===== src/lpc_pkg.sv =====
package lpc_pkg;
   localparam int PSTATE_W = 5;
   localparam logic [PSTATE_W-1:0] PSTATE_RESET = 5'h00;
   // Sync bit positions
   localparam int SYNC_CLK_QREQN = 0;
   localparam int SYNC_PWR_QREQN = 1;
   localparam int SYNC_PACCEPT = 2;
   localparam int SYNC_W = 3;
   // Requests idle high, accept idle low
   localparam logic [SYNC_W-1:0] SYNC_RESET = 3'h3;
   localparam logic [1:0] AGE_FULL = 2'h3;
   localparam logic QACCEPTN_RESET = 1'h1;
   localparam logic QDENY_RESET = 1'h0;
   localparam logic QACTIVE_RESET = 1'h0;

   typedef enum logic [1:0] {
      QS_RUN = 2'b00,
      QS_STOPPED = 2'b01,
      QS_DENIED = 2'b10
   } lpc_qstate_t;

   typedef enum logic [1:0] {
      PC_IDLE = 2'b00,
      PC_REQ = 2'b01,
      PC_RELEASE = 2'b10
   } lpc_pstate_t;
endpackage


===== src/lpc_qch_if.sv =====
`timescale 1ns/1ps
interface lpc_qch_if;
   logic qreqn;
   logic busy;
   logic wake;
   logic qacceptn;
   logic qdeny;
   logic qactive;

   modport dev (
      input qreqn,
      input busy,
      input wake,
      output qacceptn,
      output qdeny,
      output qactive
   );

   modport top (
      output qreqn,
      output busy,
      output wake,
      input qacceptn,
      input qdeny,
      input qactive
   );
endinterface


===== src/lpc_qch.sv =====
`timescale 1ns/1ps
module lpc_qch (
   input wire logic clk,
   input wire logic rstn,
   lpc_qch_if.dev q
);
   lpc_pkg::lpc_qstate_t state;
   lpc_pkg::lpc_qstate_t next_state;
   logic next_qacceptn;
   logic next_qdeny;
   logic next_qactive;

   // Busy at the moment of the request decides between accept and deny
   always_comb begin
      next_state = state;
      case (state)
         lpc_pkg::QS_RUN: begin
            if (!q.qreqn) begin
               next_state = q.busy ? lpc_pkg::QS_DENIED : lpc_pkg::QS_STOPPED;
            end
         end
         lpc_pkg::QS_STOPPED: begin
            if (q.qreqn) begin
               next_state = lpc_pkg::QS_RUN;
            end
         end
         lpc_pkg::QS_DENIED: begin
            if (q.qreqn) begin
               next_state = lpc_pkg::QS_RUN;
            end
         end
         default: begin
            next_state = lpc_pkg::QS_RUN;
         end
      endcase
   end

   assign next_qacceptn = (next_state != lpc_pkg::QS_STOPPED);
   assign next_qdeny = (next_state == lpc_pkg::QS_DENIED);
   assign next_qactive = q.busy | q.wake;

   always_ff @(posedge clk or negedge rstn) begin
      if (!rstn) begin
         state <= lpc_pkg::QS_RUN;
         q.qacceptn <= lpc_pkg::QACCEPTN_RESET;
         q.qdeny <= lpc_pkg::QDENY_RESET;
         q.qactive <= lpc_pkg::QACTIVE_RESET;
      end else begin
         state <= next_state;
         q.qacceptn <= next_qacceptn;
         q.qdeny <= next_qdeny;
         q.qactive <= next_qactive;
      end
   end
endmodule


===== src/lpc_top.sv =====
`timescale 1ns/1ps
// Operation
// - Both quiescence request inputs pass two flip-flops before any logic reads them.
// - Each quiescence channel drives an active-low accept when it grants the request.
// - Each quiescence channel drives deny when it refuses the request instead.
// - Each quiescence channel raises active while busy or wanting to leave quiescence.
// - A power state change is asked for by raising the active-high preq output.
// - The requested five-bit power state is shown on pstate with each request.
// - The paccept input passes a two-flop synchronizer before it is acted on.
module lpc_top (
   input wire logic CLK_SYS,
   input wire logic RESETN,
   input wire logic CLK_QREQN,
   output logic CLK_QACCEPTN,
   output logic CLK_QDENY,
   output logic CLK_QACTIVE,
   input wire logic PWR_QREQN,
   output logic PWR_QACCEPTN,
   output logic PWR_QDENY,
   output logic PWR_QACTIVE,
   output logic PREQ,
   output logic [lpc_pkg::PSTATE_W-1:0] PSTATE,
   input wire logic PACCEPT,
   input wire logic CTRL_BUSY,
   input wire logic CTRL_WAKE,
   input wire logic PSTATE_REQ,
   input wire logic [lpc_pkg::PSTATE_W-1:0] PSTATE_TARGET,
   output logic PSTATE_BUSY,
   output logic PSTATE_DONE
);
   logic [lpc_pkg::SYNC_W-1:0] sync_meta;
   logic [lpc_pkg::SYNC_W-1:0] sync_out;
   logic [lpc_pkg::SYNC_W-1:0] async_in;
   logic [1:0] rst_age;
   logic paccept_s;
   lpc_pkg::lpc_pstate_t pstate_fsm;
   lpc_pkg::lpc_pstate_t next_pstate_fsm;
   logic start_req;
   logic next_preq;
   logic next_pstate_busy;
   logic next_pstate_done;

   lpc_qch_if clk_q ();
   lpc_qch_if pwr_q ();

   assign async_in = {PACCEPT, PWR_QREQN, CLK_QREQN};

   always_ff @(posedge CLK_SYS or negedge RESETN) begin
      if (!RESETN) begin
         sync_meta <= lpc_pkg::SYNC_RESET;
         sync_out <= lpc_pkg::SYNC_RESET;
      end else begin
         sync_meta <= async_in;
         sync_out <= sync_meta;
      end
   end

   // Only used to keep the sync check quiet until the pipe has filled
   always_ff @(posedge CLK_SYS or negedge RESETN) begin
      if (!RESETN) begin
         rst_age <= 2'h0;
      end else if (rst_age != lpc_pkg::AGE_FULL) begin
         rst_age <= rst_age + 2'h1;
      end
   end

   assign paccept_s = sync_out[lpc_pkg::SYNC_PACCEPT];

   // Request levels come from the controllers and may toggle at any time
   assign clk_q.qreqn = sync_out[lpc_pkg::SYNC_CLK_QREQN];
   assign pwr_q.qreqn = sync_out[lpc_pkg::SYNC_PWR_QREQN];
   assign clk_q.busy = CTRL_BUSY;
   assign clk_q.wake = CTRL_WAKE;
   // Power may not be removed mid power-state change
   assign pwr_q.busy = CTRL_BUSY | (pstate_fsm != lpc_pkg::PC_IDLE);
   assign pwr_q.wake = CTRL_WAKE;

   lpc_qch u_clk_qch (
      .clk(CLK_SYS),
      .rstn(RESETN),
      .q(clk_q.dev)
   );

   lpc_qch u_pwr_qch (
      .clk(CLK_SYS),
      .rstn(RESETN),
      .q(pwr_q.dev)
   );

   assign CLK_QACCEPTN = clk_q.qacceptn;
   assign CLK_QDENY = clk_q.qdeny;
   assign CLK_QACTIVE = clk_q.qactive;
   assign PWR_QACCEPTN = pwr_q.qacceptn;
   assign PWR_QDENY = pwr_q.qdeny;
   assign PWR_QACTIVE = pwr_q.qactive;

   // New request only once the previous handshake has fully closed
   assign start_req = (pstate_fsm == lpc_pkg::PC_IDLE) && PSTATE_REQ && !paccept_s;

   // No deny path: a raised request always ends in accept
   always_comb begin
      next_pstate_fsm = pstate_fsm;
      case (pstate_fsm)
         lpc_pkg::PC_IDLE: begin
            if (start_req) begin
               next_pstate_fsm = lpc_pkg::PC_REQ;
            end
         end
         lpc_pkg::PC_REQ: begin
            if (paccept_s) begin
               next_pstate_fsm = lpc_pkg::PC_RELEASE;
            end
         end
         lpc_pkg::PC_RELEASE: begin
            if (!paccept_s) begin
               next_pstate_fsm = lpc_pkg::PC_IDLE;
            end
         end
         default: begin
            next_pstate_fsm = lpc_pkg::PC_IDLE;
         end
      endcase
   end

   assign next_preq = (next_pstate_fsm == lpc_pkg::PC_REQ);
   assign next_pstate_busy = (next_pstate_fsm != lpc_pkg::PC_IDLE);
   assign next_pstate_done = (pstate_fsm == lpc_pkg::PC_RELEASE) && !paccept_s;

   always_ff @(posedge CLK_SYS or negedge RESETN) begin
      if (!RESETN) begin
         pstate_fsm <= lpc_pkg::PC_IDLE;
         PREQ <= 1'h0;
         PSTATE_BUSY <= 1'h0;
         PSTATE_DONE <= 1'h0;
      end else begin
         pstate_fsm <= next_pstate_fsm;
         PREQ <= next_preq;
         PSTATE_BUSY <= next_pstate_busy;
         PSTATE_DONE <= next_pstate_done;
      end
   end

   // Target captured once so it stays stable for the whole handshake
   always_ff @(posedge CLK_SYS or negedge RESETN) begin
      if (!RESETN) begin
         PSTATE <= lpc_pkg::PSTATE_RESET;
      end else if (start_req) begin
         PSTATE <= PSTATE_TARGET;
      end
   end
endmodule


===== config.mk =====
export PLATFORM = sky130hd
export DESIGN_NAME = lpc_top
export DESIGN_NICKNAME = d
export VERILOG_FILES = /design/src/lpc_pkg.sv /design/src/lpc_qch_if.sv /design/src/lpc_qch.sv /design/src/lpc_top.sv
export SDC_FILE = /design/constraint.sdc
export NUM_CORES = 1
export LEC_CHECK = 0
export BUFFER_PORTS_ARGS = -buffer_cell sky130_fd_sc_hd__buf_4
export CAP_MARGIN = 20
export CORE_MARGIN = 4
export CORE_UTILIZATION = 45
export DETAILED_ROUTE_END_ITERATION = 16
export PLACE_DENSITY = 0.67
export SYNTH_ARGS = -nofsm -noshare
export SYNTH_HDL_FRONTEND = slang
export SYNTH_HIERARCHICAL = 1
export SYNTH_SLANG_ARGS = --single-unit
export TNS_END_PERCENT = 1

===== constraint.sdc =====
create_clock -name CLK_SYS -period 2 [get_ports CLK_SYS]
set_clock_uncertainty 0.1 [all_clocks]
set_input_delay 0.2 -clock CLK_SYS [delete_from_list [all_inputs] [get_ports CLK_SYS]]
set_output_delay 0.2 -clock CLK_SYS [all_outputs]
set_load 0.1 [all_outputs]

After elaboration in Yosys (flattened, before gate mapping)
Cells that the tools add are included.
Storage, ports and cells
  flip-flop bits (word level): 26
  output and inout bits: 14
Operators by class
  bitwise operators: 3
  equality and inequality tests: 11
  muxes and demuxes: 12
  reductions and logical operators: 11
Operator list (count)
  $mux 2: 9
  $eq 2x2->1 const B: 5
  $eq 2x1->1 const B: 4
  $pmux 2 s2: 2
  $logic_not 2->1: 3
  $pmux 2 s3: 1
  $ne 2x1->1 const B: 2
  $reduce_bool 2->1: 2
  $reduce_or 2->1: 2
  $logic_and 1x1->1: 3
  $or 1x1->1: 3
  $logic_not 1->1: 1

Logic depth before layout (Yosys ltp)
Gate-level depths: netlist of run 1.
  word-level depth: 6
  gate-level depth with buffers: 5
  depth with buffers taken out: 5

Hierarchy
Netlist of run 1, hierarchy kept.
Modules (own cells, without submodules)
  lpc_top: instances 1, cells each 34, area each 551.8 um2, sequential area each 405.4 um2
  lpc_qch: instances 2, cells each 20, area each 246.5 um2, sequential area each 126.4 um2

Worst setup path before layout of run 1
OpenSTA, ideal clock, no wires.
  kind: register to register
  start point: register pstate_fsm[1]
  end point: register u_pwr_qch.q.qacceptn
  clock period less this slack: 1.702 ns
  path slack: 0.298 ns
  stages on the path, launching flop included: 6
  arrival time: 1.514 ns
  cell sequence: dfrtp_1 buf_2 or3_1 a22oi_1 o21a_2 or3b_1
Between the ends
  longest elaborated chain between the ends: 6
Ends and longest elaborated chain
  from (decl): line lpc_top.sv:36  | lpc_pkg::lpc_pstate_t pstate_fsm;
  from (signal assigned): line lpc_top.sv:131  | pstate_fsm <= lpc_pkg::PC_IDLE;
  from (signal assigned): line lpc_top.sv:136  | pstate_fsm <= next_pstate_fsm;
  $reduce_bool 2->1: line lpc_top.sv:75  | assign pwr_q.busy = CTRL_BUSY | (pstate_fsm != lpc_pkg::PC_IDLE);
  $or 1x1->1: line lpc_top.sv:75
  net pwr_q.busy: line lpc_qch_if.sv:4  | logic busy;
  $mux 2: line lpc_qch.sv:19  | next_state = q.busy ? lpc_pkg::QS_DENIED : lpc_pkg::QS_STOPPED;
  $mux 2: line lpc_qch.sv:18  | if (!q.qreqn) begin
  $pmux 2 s2: line lpc_qch.sv:16  | case (state)
  $ne 2x1->1: line lpc_qch.sv:38  | assign next_qacceptn = (next_state != lpc_pkg::QS_STOPPED);
  net u_pwr_qch.next_qacceptn: line lpc_qch.sv:9  | logic next_qacceptn;
  to (signal assigned): line lpc_qch.sv:45  | q.qacceptn <= lpc_pkg::QACCEPTN_RESET;
  to (signal assigned): line lpc_qch.sv:50  | q.qacceptn <= next_qacceptn;
  to (decl): line lpc_qch_if.sv:14  | output qacceptn,
The timed path passes the listed nets, and every way through them passes these cells.
A chain may end at the register's enable or synchronous reset.

Worst setup path after layout of run 1
  start point: input CTRL_BUSY
  end point: register u_pwr_qch.q.qacceptn
Between the ends
  longest elaborated chain between the ends: 5
Ends and longest elaborated chain
  from (decl): line lpc_top.sv:24  | input wire logic CTRL_BUSY,
  $or 1x1->1: line lpc_top.sv:75
  net pwr_q.busy: line lpc_qch_if.sv:4
  $mux 2: line lpc_qch.sv:19
  $mux 2: line lpc_qch.sv:18
  $pmux 2 s2: line lpc_qch.sv:16
  $ne 2x1->1: line lpc_qch.sv:38
  net u_pwr_qch.next_qacceptn: line lpc_qch.sv:9
The timed path passes the listed nets, and every way through them passes these cells.

==> results of run 1 <==
==> sequential cells by signal, indices dropped and copies added (netlist names) <==
name and flops:
PSTATE_BUSY 1, u_pwr_qch/state 2, u_pwr_qch/q.qdeny 1, PSTATE_DONE 1, u_pwr_qch/q.qactive 1, sync_meta 3
pstate_fsm 2, u_clk_qch/q.qactive 1, u_clk_qch/state 2, u_pwr_qch/q.qacceptn 1, u_clk_qch/q.qacceptn 1, sync_out 3
PSTATE 5, u_clk_qch/q.qdeny 1, PREQ 1
==> cells in the mapped netlist, drive strengths merged <==
| master | number | area, um^2 |
|---|---|---|
| o21a | 2 | 17.5 |
| or2 | 2 | 12.5 |
| nor4b | 1 | 23.8 |
| a21oi | 1 | 5.00 |
| o21ai | 1 | 5.00 |
| nor3 | 2 | 10.0 |
| or3 | 1 | 6.26 |
| ha | 4 | 50.1 |
| nand3 | 2 | 10.0 |
| dfstp | 6 | 158 |
| inv | 5 | 18.8 |
| dfrtp | 20 | 500 |
| xnor2 | 1 | 8.76 |
| nand3b | 1 | 7.51 |
| mux2 | 7 | 86.3 |
| or3b | 2 | 17.5 |
| nor2 | 8 | 30.0 |
| a22oi | 4 | 40.0 |
| buf | 1 | 5.00 |
| nor3b | 3 | 32.5 |
==> stage by stage <==
stage	instance area, um^2	utilization [%]
6_report	1370	61.8
3_3_place_gp	1280	58.1
5_1_grt	1370	61.8
3_5_place_dp	1280	58.1
2_1_floorplan	1040	-
4_1_cts	1370	61.8
==> kinds of logic (layout without fill, tap and decap cells) <==
kind of cell    count (synthesis)  after routing  share of synthesized area, %
fa+ha+maj                       4              4                          4.79
simple gates                   22             22                          14.4
buf+inv                         6             42                          2.28
xor+xnor                        1              1                         0.838
compound gates                  8              8                          6.47
mux                             7              7                          8.26
flops                          26             26                          63.0
==> area by class of cell <==
class	instances	area, um^2	share of cell area (%)
flip-flops and latches	26	658	48.1
multi-input cells	42	363	26.5
clock buffers	3	22.5	1.65
well taps	28	35.0	2.56
inverters	5	18.8	1.37
repair buffers	34	270	19.8
==> worst max-delay path, delay by kind of cell <==
family	cells	cell delay, ns
buf+inv	2	0.67
simple gates	2	0.68
compound gates	2	0.34
==> timing repair <==
| action | CTS | global route |
|---|---|---|
| hold buffers | 6 | 0 |
| setup endpoints to repair | 0 | 0 |
| setup buffers | 0 | 0 |
| endpoints found under the hold margin | 31 | 0 |
==> per-layer routing <==
metal	global-route usage, %	vias up	share of wire (%)
met5	0	-	0
met2	21.2	22	51
met1	13.8	320	39
met4	7.80	0	2.4
li1	-	327	-
met3	3.02	4	7.4
==> worst paths after layout <==
check / start / to / cells past startpoint
worst max register to register: pstate_fsm[0] / u_pwr_qch/q.qacceptn / 4
max in group asynchronous: RESETN / sync_meta[0] / 2
worst min-delay path: PSTATE_TARGET[0] / PSTATE[0] / 2
worst max-delay path: CTRL_BUSY / u_pwr_qch/q.qacceptn / 6
min in group asynchronous: RESETN / u_pwr_qch/q.qactive / 2
worst min register to register: sync_meta[0] / sync_out[0] / 0
==> where the power goes <==
group / total, mW / internal, mW / switching [mW]
Clock: 0.205 / 0.0703 / 0.134
Combinational: 1.01 / 0.309 / 0.705
Sequential: 0.715 / 0.649 / 0.0660
==> flow_summary.toml, run 1 <==
[status]
outcome = "complete, no violations"

[sta]
slew_headroom_pct = 72.0
finalMaxSlewViolations = 0
tightest_slew_ns = 0.418
worst_slack_ns = 0.246
setup_viol = 0
period_needed_ns = 1.75
finalCritPeriodShare_pct = 87.7
hold_viol = 0
grt_setup_unrepaired = "false"
clock.fmax_mhz = 570
finalSetupTns_ns = 0
fin_worst_hold_slack_ns = 0.0171

[die]
core_area_um2 = 2210
rows = 17
die_h_um = 56.2
die_x_um = 56.2
die-area_um2 = 3160
initial_core_util_pct = 47.2
num_io_pins = 27

[route]
wl_per_cell_um = 11.9
firstDrtPassIters = 3
num_vias = 673
finalWirelength_um = 1650
via_per_inst = 4.88
antenna_left = 0
route.detailed.drc = 0
drtIter0Drc = 3

[power_and_ir_drop]
power.total_mw = 1.93
leakagePower_nw = 0.639
powerDensity_nw_per_um2 = 1410
vdd_ir_drop_max_uv = 864

[synthesis]
ys_warn_count = 6
synthCells = 74
synth_area_per_cell_um2 = 14.1
synth_nets = 91
seq_area_frac_synth_pct = 63.0
synth_seq_cells = 26
yosysUniqueCellTypes = 23
synth_area_um2 = 1040

[place]
preCtsSetupSlack_ns = 0.373
gp_routability_congestion = 0.672
dp_hpwl_um = 1260
place_inst = 129
io_buffers = 26

[global_routing]
overflow = 0
antenna_found_initial = 0
grt_usage_pct = 12.5
grt_max_degree = 27
grt_pass1_vias = 735
grt_pass1_wl_um = 3040

[run]
maxCapViolCount = 0

[final_layout]
num-fill-cells = 191
nets = 129
antenna_cells = 0
mostFrequentLayoutCells = "buf_4, dfrtp_1, nor2_1, dlygate4sd3_1, dfstp_2"
syn_to_final_growth_pct = 30.9
fin_cells = 138
drive_gt1_share_pct = 48.2
final_common_cell = "buf_4"

[critical_path]
cp-end-kind = "flop"
slowest_stage = "dlygate4sd3_1"
cp_max_fo = 4
path_class = "input port to flop"
crit_chain = "dlygate4sd3_1 -> buf_4 -> or3_1 -> a22oi_1 -> o21a_2 -> or3b_1"
rrSetupSlack_ns = 0.37
required_ns = 2.14
cp.arrival_ns = 1.90
cpPeakStageDelay_ns = 0.53
start_kind = "input port"

[clock_network]
cts_made_buffers = 3
worstSkewPairLatency_ns = 0.30
clock_path_buffers = 2
htree_levels = 1
clk_pin_slew_ns = 0.12
ctsResizeCount = 0
cts_tree = "done"
cts-root-buf = "clkbuf_4"
cts_sinks = 26

[min_path]
worst_hold_path_type = "input port to flop"
Note: power is estimated with default switching activity, not from simulation.
==> inputs of run 2 (changes only) <==
Settings changed: ABC_AREA set to 1, PLACE_DENSITY 0.67 to 0.66.
==> flow_summary.toml, run 2 <==
[synthesis]
yosys.area.top_type_share_pct = 46.6
ys_warn_count = 6
seq_area_frac_synth_pct = 61.3
synth_compound_area_share_pct = 2.80
synth_edf_count = 0
synth_nets = 123
synth_area_per_cell_um2 = 10.1
synth_seq_cells = 26
synth_most_common_cell = "nand2_1"
synth_top_cells_by_count = "nand2_1, dfrtp_1, inv_1"
synthMuxAreaShare_pct = 0
synthAdderAreaFrac_pct = 4.66
ys.flop_type = "dfrtp_1"
synth_top_area_cell = "dfrtp_1"
yosysUniqueCellTypes = 16
synth_area_leaders = "dfrtp_1, dfstp_2, nand2_1, nand3_1, inv_1"
synth_area_um2 = 1070
synth_top_family_by_area = "simple AND/OR/NAND/NOR gates"
synth_simple_gate_area_share_pct = 25.6
async_flop_share_pct = 100
synthCells = 106
synth-xor-area-share_pct = 0

[global_routing]
grt_pass1_vias = 801
grt_pass1_wl_um = 3430
antenna_found_initial = 0
overflow = 0
grt_max_degree = 27
grt_usage_pct = 13.6

[critical_path]
cp_max_fo = 2
rr_worst_depth = 8
cp-end-kind = "flop"
path_class = "input port to flop"
rrSetupSlack_ns = 0.65
reg2reg_from = "u_clk_qch/state[1]"
start_kind = "input port"
cp.arrival_ns = 1.69
r2r_end = "u_clk_qch/state[1]"
required_ns = 2.12

[route]
num_vias = 793
drtIter0Drc = 13
antenna_left = 0
firstDrtPassIters = 4
route.detailed.drc = 0
wl_per_cell_um = 11.1
via_per_inst = 4.53
finalWirelength_um = 1940

[clock_network]
htree_levels = 1
cts_made_buffers = 3
worstSkewPairLatency_ns = 0.32
clk_pin_slew_ns = 0.14
ctsResizeCount = 0
cts-root-buf = "clkbuf_4"
cts_sinks = 26
postCtsSetupBuffers = 0
cts_tree = "done"
clock_path_buffers = 2

[sta]
clock.fmax_mhz = 637
setup_viol = 0
fin_worst_hold_slack_ns = 0.0251
grt_setup_unrepaired = "false"
hold_viol = 0
finalCritPeriodShare_pct = 78.5
finalMaxSlewViolations = 0
slew_headroom_pct = 78.7
period_needed_ns = 1.57
finalSetupTns_ns = 0
tightest_slew_ns = 0.320

[run]
maxCapViolCount = 0

[power_and_ir_drop]
combPwrFrac_pct = 49.4
swShare_pct = 47.8
vdd_ir_drop_max_uv = 1140
power.share.clock_pct = 13.6
p_int_mw = 1.00
p_seq_share_pct = 37.0
powerDensity_nw_per_um2 = 1320
leakagePower_nw = 0.771
p_sw_mw = 0.915

[die]
die-area_um2 = 3230
die_x_um = 56.8
core_area_um2 = 2230
die_h_um = 56.8
initial_core_util_pct = 48.1
num_io_pins = 27
rows = 17

[min_path]
whs_path_depth = 3
hold_end = "PREQ"
worstHoldStart = "PSTATE_REQ"
worst_hold_path_type = "input port to flop"

[final_layout]
largest_reg_flops = 5
largest-register = "PSTATE"
utilization_pct = 64.9
top_regs = "PSTATE x5, sync_meta x3, sync_out x3"
drive_gt1_share_pct = 36.1
mostFrequentLayoutCells = "buf_4, nand2_1, dfrtp_1, inv_1, nand3_1"
final_common_cell = "buf_4"
syn_to_final_growth_pct = 35.1
num-fill-cells = 195
antenna_cells = 0
nets = 165

[place]
io_buffers = 26
gp_routability_congestion = 0.750
dp_hpwl_um = 1360

[status]
outcome = "complete, no violations"
-- run 2: cell count changes after synthesis, sizes merged, moves of 3 or more --
cell | previous run | this run
nand2 | 0 | 32
inv | 5 | 16
nand3 | 2 | 13
mux2 | 7 | 0
a22oi | 4 | 0
a21oi | 1 | 4
-- run 2: cells by family (layout without fill, tap and decap cells) --
logic type,Yosys count,count (layout)
adders and majority gates,4,4
and+or+nand+nor,54,54
AOI/OAI and AO/OA,6,6
DFF,26,26
buffers and inverters,16,57
-- run 2: worst max-delay path by stage --
stage	startpoint	endpoint	slack (ns)	cells after the start
after CTS	CTRL_WAKE	u_clk_qch/q.qactive	0.46	4
after global placement	pstate_fsm[0]	u_pwr_qch/q.qacceptn	0.70	6
after global routing	CTRL_WAKE	u_clk_qch/q.qactive	0.43	4
after floorplan	PSTATE[0]	PSTATE[0]	0.75	2
after detailed placement	pstate_fsm[0]	u_pwr_qch/q.qacceptn	0.66	6
final	CTRL_WAKE	u_clk_qch/q.qactive	0.43	4
-- run 2: layout make-up --
type	count	area, um^2	share of cell area (%)
Tap cell	28	35.0	2.42
Clock buffer	4	36.3	2.50
Timing Repair Buffer	37	305	21.1
Inverter	16	60.1	4.14
Sequential cell	26	658	45.4
Multi-Input combinational cell	64	355	24.5
-- run 2: worst max-delay path: stages --
cell and delay [ns]:
dlygate4sd3_1 0.54, buf_4 0.13, or2_2 0.26, dlygate4sd3_1 0.56
-- run 2: per-stage QoR --
step	cell area (um^2)	total power, mW	worst slack, ns	instances
4_1_cts	1450	1.94	0.464	175
3_3_place_gp	1300	1.63	0.703	160
5_1_grt	1450	2.03	0.428	175
6_report	1450	1.92	0.431	175
2_1_floorplan	1070	1.45	0.754	106
3_5_place_dp	1300	1.65	0.663	160
-- run 2: repair_timing --
| action | 4_1_cts | 5_1_grt |
|---|---|---|
| hold endpoints to repair | 36 | 0 |
| setup endpoints to repair | 0 | 0 |
| hold buffers | 11 | 0 |
-- run 2: power groups by stage --
stage	registers (mW)	logic, mW	clock network, mW
6_report	0.710	0.946	0.260
5_1_grt	0.721	1.02	0.297
4_1_cts	0.708	0.955	0.276
3_5_place_dp	0.717	0.936	0
3_3_place_gp	0.717	0.916	0
2_1_floorplan	1.15	0.305	0
-- run 2: routing by layer --
layer | vias to the layer above | global-route usage [%] | part of all wire [%]
li1 | 408 | - | -
met1 | 358 | 16.8 | 45
met4 | 0 | 4.64 | 1.3
met3 | 4 | 5.29 | 7.0
met5 | - | 0 | 0
met2 | 23 | 21.8 | 47
